--- src/design/lgc_pkg.sv ---
// package for the line interface global control register bank
`default_nettype none
package lgc_pkg;
   // register bus
   localparam int               ADDR_W          = 7;
   localparam int               DATA_W          = 8;
   localparam logic [6:0]       RATE_LOS_ADDR   = 7'h41;
   localparam logic [6:0]       RX_TUNE_ADDR    = 7'h42;
   localparam logic [7:0]       RATE_LOS_RESET  = 8'h00;
   localparam logic [7:0]       RX_TUNE_RESET   = 8'h00;
   localparam logic [7:0]       RATE_LOS_MASK   = 8'h0F;
   localparam logic [7:0]       UNMAPPED_DATA   = 8'h00;
   // clock_rate_and_los_control field positions
   localparam int               SYNTH_RATE_BIT  = 3;
   localparam int               LOSS_MUTE_BIT   = 2;
   localparam int               LONG_LOSS_BIT   = 1;
   localparam int               TRISTATE_BIT    = 0;
   // line_receiver_tuning field positions
   localparam int               GAUGE_HI_BIT    = 7;
   localparam int               GAUGE_LO_BIT    = 6;
   localparam int               TX_HANDOVER_BIT = 5;
   localparam int               TERM_HANDOVER_BIT = 4;
   localparam int               SLICER_HI_BIT   = 3;
   localparam int               SLICER_LO_BIT   = 2;
   localparam int               EQ_HI_BIT       = 1;
   localparam int               EQ_LO_BIT       = 0;
   // channels and loss counts in line bits
   localparam int               NUM_CH          = 4;
   localparam int               LOSS_CNT_W      = 13;
   localparam logic [12:0]      LOSS_LONG_BITS  = 13'h1000;
   localparam logic [12:0]      LOSS_T1_BITS    = 13'h00FA;
   localparam logic [12:0]      LOSS_E1_BITS    = 13'h0020;
   // decoded cable, slicer and equalizer settings
   typedef enum logic [1:0] {LGC_GAUGE_22_24, LGC_GAUGE_22, LGC_GAUGE_24, LGC_GAUGE_26}
      lgc_gauge_t;
   typedef enum logic [1:0] {LGC_SLICE_NORMAL, LGC_SLICE_LOW5, LGC_SLICE_HIGH5} lgc_slice_t;
   typedef enum logic [1:0] {LGC_EQ_NORMAL, LGC_EQ_CUT1DB, LGC_EQ_CUT3DB} lgc_eq_t;
endpackage : lgc_pkg
`default_nettype wire

--- src/design/lgc_regs.sv ---
// global control registers and the line-side controls they steer
//
// Operation
// - rate bit 0 gives E1, 1 gives T1/J1
// - mute enable zeroes data outputs on loss
// - long window needs 4096 zeros for loss
// - normal window: 250 T1, 32 E1
// - tristate bit floats every output pin
// - tristate bit or low test pin floats
// - in host mode, tx handover takes on/off from pins
// - in host mode, termination handover takes select from pin
// - slicer field trims threshold five percent
// - eq field cuts gain 1 or 3 dB
// - all bits read/write except the upper four of the first register (read as zero), reset to zero
`default_nettype none
module lgc_regs
   import lgc_pkg::*;
(
   input  wire logic                    ref_clk_in,
   input  wire logic                    sys_rst_in,
   input  wire logic [lgc_pkg::ADDR_W-1:0] addr_in,
   input  wire logic [lgc_pkg::DATA_W-1:0] wdata_in,
   input  wire logic                    wr_in,
   input  wire logic                    rd_in,
   output logic      [lgc_pkg::DATA_W-1:0] rdata_out,
   input  wire logic                    host_mode_in,
   input  wire logic                    test_pin_n_in,
   input  wire logic [lgc_pkg::NUM_CH-1:0] tx_enable_pin_n_in,
   input  wire logic                    rx_termination_pin_in,
   input  wire logic [lgc_pkg::NUM_CH-1:0] tx_on_reg_in,
   input  wire logic                    rx_termination_reg_in,
   input  wire logic [lgc_pkg::NUM_CH-1:0] rx_bit_valid_in,
   input  wire logic [lgc_pkg::NUM_CH-1:0] rx_bit_one_in,
   input  wire logic [lgc_pkg::NUM_CH-1:0] rx_pos_raw_in,
   input  wire logic [lgc_pkg::NUM_CH-1:0] rx_neg_raw_in,
   output logic                         synth_rate_select_out,
   output logic      [lgc_pkg::NUM_CH-1:0] rx_signal_loss_out,
   output logic      [lgc_pkg::NUM_CH-1:0] rx_pos_data_out,
   output logic      [lgc_pkg::NUM_CH-1:0] rx_neg_violation_out,
   output logic                         pins_tristate_n_out,
   output lgc_pkg::lgc_gauge_t          cable_gauge_out,
   output logic      [lgc_pkg::NUM_CH-1:0] tx_on_out,
   output logic                         rx_termination_select_out,
   output lgc_pkg::lgc_slice_t          slicer_level_out,
   output lgc_pkg::lgc_eq_t             eq_gain_trim_out
);
   import lgc_pkg::*;

   // ***********************************
   // pin synchronisers
   // ***********************************
   logic [NUM_CH-1:0] txen_meta_q;
   logic [NUM_CH-1:0] txen_sync_q;
   logic              test_meta_q;
   logic              test_sync_q;
   logic              term_meta_q;
   logic              term_sync_q;

   // test pin resets to the inactive level so reset never floats the pins
   always_ff @(posedge ref_clk_in)
   begin
      if (sys_rst_in)
      begin
         txen_meta_q <= 4'hF;
         txen_sync_q <= 4'hF;
         test_meta_q <= 1'b1;
         test_sync_q <= 1'b1;
         term_meta_q <= 1'b0;
         term_sync_q <= 1'b0;
      end
      else
      begin
         txen_meta_q <= tx_enable_pin_n_in;
         txen_sync_q <= txen_meta_q;
         test_meta_q <= test_pin_n_in;
         test_sync_q <= test_meta_q;
         term_meta_q <= rx_termination_pin_in;
         term_sync_q <= term_meta_q;
      end
   end

   // ***********************************
   // register file
   // ***********************************
   logic [DATA_W-1:0] rate_los_q;
   logic [DATA_W-1:0] rx_tune_q;
   logic [DATA_W-1:0] rdata_q;
   wire               sel_rate_los = (addr_in == RATE_LOS_ADDR);
   wire               sel_rx_tune  = (addr_in == RX_TUNE_ADDR);
   // upper bits of the first register (clock selects) live elsewhere, read as zero
   wire [DATA_W-1:0]  rd_mux = sel_rate_los ? (rate_los_q & RATE_LOS_MASK) :
                              sel_rx_tune  ? rx_tune_q : UNMAPPED_DATA;

   always_ff @(posedge ref_clk_in)
   begin
      if (sys_rst_in)
      begin
         rate_los_q <= RATE_LOS_RESET;
         rx_tune_q  <= RX_TUNE_RESET;
         rdata_q    <= 8'h00;
      end
      else
      begin
         if (wr_in && sel_rate_los)
            rate_los_q <= wdata_in & RATE_LOS_MASK;
         if (wr_in && sel_rx_tune)
            rx_tune_q <= wdata_in;
         rdata_q <= rd_in ? rd_mux : 8'h00;
      end
   end
   assign rdata_out = rdata_q;

   // ***********************************
   // decoded controls
   // ***********************************
   wire              rate_t1     = rate_los_q[SYNTH_RATE_BIT];
   wire              mute_en     = rate_los_q[LOSS_MUTE_BIT];
   wire              long_win    = rate_los_q[LONG_LOSS_BIT];
   wire [1:0]        gauge_f     = {rx_tune_q[GAUGE_HI_BIT], rx_tune_q[GAUGE_LO_BIT]};
   wire [1:0]        slice_f     = {rx_tune_q[SLICER_HI_BIT], rx_tune_q[SLICER_LO_BIT]};
   wire [1:0]        eq_f        = {rx_tune_q[EQ_HI_BIT], rx_tune_q[EQ_LO_BIT]};
   wire              tx_hand     = host_mode_in && rx_tune_q[TX_HANDOVER_BIT];
   wire              term_hand   = host_mode_in && rx_tune_q[TERM_HANDOVER_BIT];
   wire              float_d     = rate_los_q[TRISTATE_BIT] || !test_sync_q;
   wire [NUM_CH-1:0] tx_on_d     = tx_hand ? ~txen_sync_q : tx_on_reg_in;
   wire              term_d      = term_hand ? term_sync_q : rx_termination_reg_in;
   // loss threshold: rate bit chooses T1 or E1 count
   wire [LOSS_CNT_W-1:0] loss_lim = long_win ? LOSS_LONG_BITS :
                                    (rate_t1 ? LOSS_T1_BITS : LOSS_E1_BITS);
   lgc_slice_t slice_d;
   lgc_eq_t    eq_d;
   // both 00 and 11 mean normal, so 11 folds onto normal
   assign slice_d = (slice_f == 2'h1) ? LGC_SLICE_LOW5 :
                    (slice_f == 2'h2) ? LGC_SLICE_HIGH5 : LGC_SLICE_NORMAL;
   assign eq_d    = (eq_f == 2'h1) ? LGC_EQ_CUT1DB :
                    (eq_f == 2'h2) ? LGC_EQ_CUT3DB : LGC_EQ_NORMAL;

   // outputs registered one edge after the register updates
   always_ff @(posedge ref_clk_in)
   begin
      if (sys_rst_in)
      begin
         synth_rate_select_out     <= 1'b0;
         pins_tristate_n_out       <= 1'b1;
         cable_gauge_out           <= LGC_GAUGE_22_24;
         tx_on_out                 <= 4'h0;
         rx_termination_select_out <= 1'b0;
         slicer_level_out          <= LGC_SLICE_NORMAL;
         eq_gain_trim_out          <= LGC_EQ_NORMAL;
      end
      else
      begin
         synth_rate_select_out     <= rate_t1;
         pins_tristate_n_out       <= !float_d;
         cable_gauge_out           <= lgc_gauge_t'(gauge_f);
         tx_on_out                 <= tx_on_d;
         rx_termination_select_out <= term_d;
         slicer_level_out          <= slice_d;
         eq_gain_trim_out          <= eq_d;
      end
   end

   // ***********************************
   // per-channel zero counting and mute
   // ***********************************
   logic [LOSS_CNT_W-1:0] zcnt_q [NUM_CH];
   logic [NUM_CH-1:0]     loss_q;
   logic [NUM_CH-1:0]     pos_q;
   logic [NUM_CH-1:0]     neg_q;

   // loss clears on any one bit; a lower limit applies at the next clock edge, without waiting for a bit
   generate
      for (genvar ch = 0; ch < NUM_CH; ch++)
      begin : g_ch
         wire at_lim = (zcnt_q[ch] >= loss_lim);
         wire mute   = mute_en && loss_q[ch];
         always_ff @(posedge ref_clk_in)
         begin
            if (sys_rst_in)
            begin
               zcnt_q[ch] <= 13'h0000;
               loss_q[ch] <= 1'b0;
               pos_q[ch]  <= 1'b0;
               neg_q[ch]  <= 1'b0;
            end
            else
            begin
               if (rx_bit_valid_in[ch])
               begin
                  if (rx_bit_one_in[ch])
                     zcnt_q[ch] <= 13'h0000;
                  else if (!at_lim)
                     zcnt_q[ch] <= zcnt_q[ch] + 13'h0001;
               end
               loss_q[ch] <= at_lim && !(rx_bit_valid_in[ch] && rx_bit_one_in[ch]);
               pos_q[ch]  <= mute ? 1'b0 : rx_pos_raw_in[ch];
               neg_q[ch]  <= mute ? 1'b0 : rx_neg_raw_in[ch];
            end
         end
      end
   endgenerate
   assign rx_signal_loss_out   = loss_q;
   assign rx_pos_data_out      = pos_q;
   assign rx_neg_violation_out = neg_q;
endmodule : lgc_regs
`default_nettype wire

--- config.mk ---
export PLATFORM = sky130hd
export DESIGN_NAME = lgc_regs
export DESIGN_NICKNAME = d
export VERILOG_FILES = /design/src/design/lgc_pkg.sv /design/src/design/lgc_regs.sv
export SDC_FILE = /design/constraint.sdc
export NUM_CORES = 1
export LEC_CHECK = 0
export BUFFER_PORTS_ARGS = -buffer_cell sky130_fd_sc_hd__buf_4
export CORE_MARGIN = 2
export CORE_UTILIZATION = 55
export DETAILED_ROUTE_END_ITERATION = 7
export PLACE_DENSITY = 0.78
export SYNTH_ARGS = -nofsm -noshare
export SYNTH_HDL_FRONTEND = slang
export SYNTH_SLANG_ARGS = --single-unit
--- constraint.sdc ---
create_clock -name ref_clk_in -period 10.9 [get_ports ref_clk_in]
set_input_delay 1.09 -clock ref_clk_in [delete_from_list [all_inputs] [get_ports ref_clk_in]]
set_output_delay 1.09 -clock ref_clk_in [all_outputs]
set_load 0.05 [all_outputs]
==> metrics.yaml <==
fp.dieW_um: 101.8
synth_area_per_cell_um2: 10.76
yosys.area_share.adder_pct: 7.606
rsz0062_at_grt: "no"
cts_tree: "built"
netlist_instances: 489
ff2ff_path_depth: 9
vias_per_cell: 5.393
async_reset_ff_share_pct: 0
cp.required_ns: 10.96
synth_seq_cells: 109
slew_headroom_pct: 58.68
synthXorXnorAreaFrac_pct: 7.321
cts_resized: 0
postRouteAntennaNets: 0
crit_fanout: 17
p_total_uw: 819.2
min_period_over_period_pct: 31.27
clkTransAtPathRegs_ns: 0.11
p_leak_nw: 2.484
rows: 35
cts-root-buf: "clkbuf_8"
powerDensity_nw_per_um2: 132.6
synthMuxAreaShare_pct: 2.282
dieArea_um2: 10370
synth_top_family_by_area: "simple AND/OR/NAND/NOR gates"
postCtsHoldBufs: 0
gp_congestion: 0.8061
critical_path_class: "flop to flop"
yosys.area_share.simple_pct: 22.18
drc: 0
drv_cap: 0
ys.flop_type: "dfxtp_1"
ir_drop_uv: 83.02
core_um2: 9284
die_h_um: 101.8
hold_viol_final: 0
portBuffers: 79
grt_remaining_overflow: 0
cts_buffers: 9
final_cell_mix: "buf_4 (81), nor2_1 (77), dfxtp_1 (57), edfxtp_1 (52), ha_1 (32)"
grt_max_degree: 52
area_growth_pct: 17.40
holdWs_ns: 0.4214
start_util_pct: 56.70
diodes: 0
synth_edf_count: 52
io_pins: 80
synthDistinctLibCells: 49
wirelength_mm: 10.74
synth_compound_area_share_pct: 7.107
synthesis.area_um2: 5264
firstDrtPassIters: 4
placed_area_um2: 5979
finClkSkew_ns: 0.01246
gr-usage-all-layers_pct: 21.29
min_period_ns: 3.409
cp-end-kind: "flop"
status: "finished, final reports clean"
post_cts_buffers: 0
finalSetupViolCount: 0
worstPathArrival_ns: 3.47
ys_seq_area_share_pct: 51.34
yosys_warnings: 0
vias: 3797
h-tree-depth: 3
tightest_slew_ns: 0.6183
dp_hpwl_mm: 7.826
mostFrequentLayoutCell: "buf_4"
drv_slew: 0
drt_iter0_drc: 145
hold-path-cell-count: 1
design_area_um2: 6180
start_kind: "flop"
finalNetCount: 649
hp-class: "flop to flop"
synth_top_area_share_pct: 29.66
synth_nets: 568
grt_pass1_vias: 3695
cts.sink_count: 109
wire_per_inst_um: 15.25
n_fill_cell: 764
finalSetupTns_ns: 0
clk_path_buf_depth: 2
synth_area_leaders: "edfxtp_1 (30%), dfxtp_1 (22%), ha_1 (7.6%), nor2_1 (5.5%), xnor2_1 (4.2%)"
fmax_ghz: 0.2934
grt_pass1_wl_mm: 17.31
antenna_found_initial: 0
synth_top_area_cell: "edfxtp_1"
final_layout_size_suffix_gt1_share_pct: 22.43
clk_latency_ns: 0.38
report_power, final:
part / switching (mW) / internal, mW
logic: 0.0576 / 0.0447
registers: 0.0216 / 0.451
clock network: 0.152 / 0.0919
layout make-up:
type / instances / area (um^2) / area share, %
clock buffer: 9 / 123.9 / 2.004
clock inverter: 7 / 76.32 / 1.235
inverter: 14 / 52.55 / 0.8504
multi-input combinational: 355 / 2455 / 39.72
sequential: 109 / 2703 / 43.73
tap: 129 / 161.4 / 2.612
timing repair buffer: 81 / 608.1 / 9.840
per-layer routing:
metal,vias up,track usage (%),wire (um)
met1,1812,28.01,4789
met5,-,0,0
li1,1893,-,-
met3,13,5.130,590
met4,0,6.154,130
met2,79,35.27,5226
kinds of logic after synthesis:
family	after synthesis
multiplexers	12
AND/OR/NAND/NOR	220
adder cells (fa/ha/maj)	32
buffers and inverters	25
flip-flops	109
AO/OA/AOI/OAI	47
XOR/XNOR	44
registers in the layout, summed over array words and instances (netlist names), 2 cells and up:
name                  flops
txen_sync_q               4
eq_gain_trim_out          2
slicer_level_out          2
rx_tune_q                 8
cable_gauge_out           2
rdata_out                 8
tx_on_out                 4
txen_meta_q               4
rx_signal_loss_out        4
rx_neg_violation_out      4
rate_los_q                4
zcnt_q                   52
rx_pos_data_out           4
critical path: stages, from the launching register on:
cell and delay, ns:
dfxtp_1 0.49, inv_1 0.18, nand2_1 0.50, inv_1 0.24, ha_1 0.32, nor2b_1 0.13
o31a_1 0.25, o31ai_1 0.29, nor2b_1 0.26, a31o_2 0.41
through the flow:
stage / utilization [%] / std cells / setup WS, ns
2_1_floorplan: - / 489 / 7.332
3_3_place_gp: 64.41 / 688 / 7.681
6_report: 66.56 / 704 / 7.491
5_1_grt: 66.56 / 704 / 7.241
4_1_cts: 66.56 / 704 / 7.471
3_5_place_dp: 64.41 / 688 / 7.488
Yosys cell counts, drive strengths merged, types with 13 or more instances:
cell and count:
a21oi 15, and2 13, dfxtp 57, edfxtp 52, ha 32, inv 14
nand2 24, nand3 23, nor2 77, nor3 19, xnor2 25, xor2 19
worst paths after layout:
kind / from / endpoint / slack (ns)
setup / recovery: rate_los_q[1] / zcnt_q[0][3] / 7.49
hold / removal: test_meta_q / test_sync_q / 0.42
hold reg to reg: test_meta_q / test_sync_q / 0.42
setup reg to reg: rate_los_q[1] / zcnt_q[0][3] / 7.49
Power figures use the tool's default switching activity.
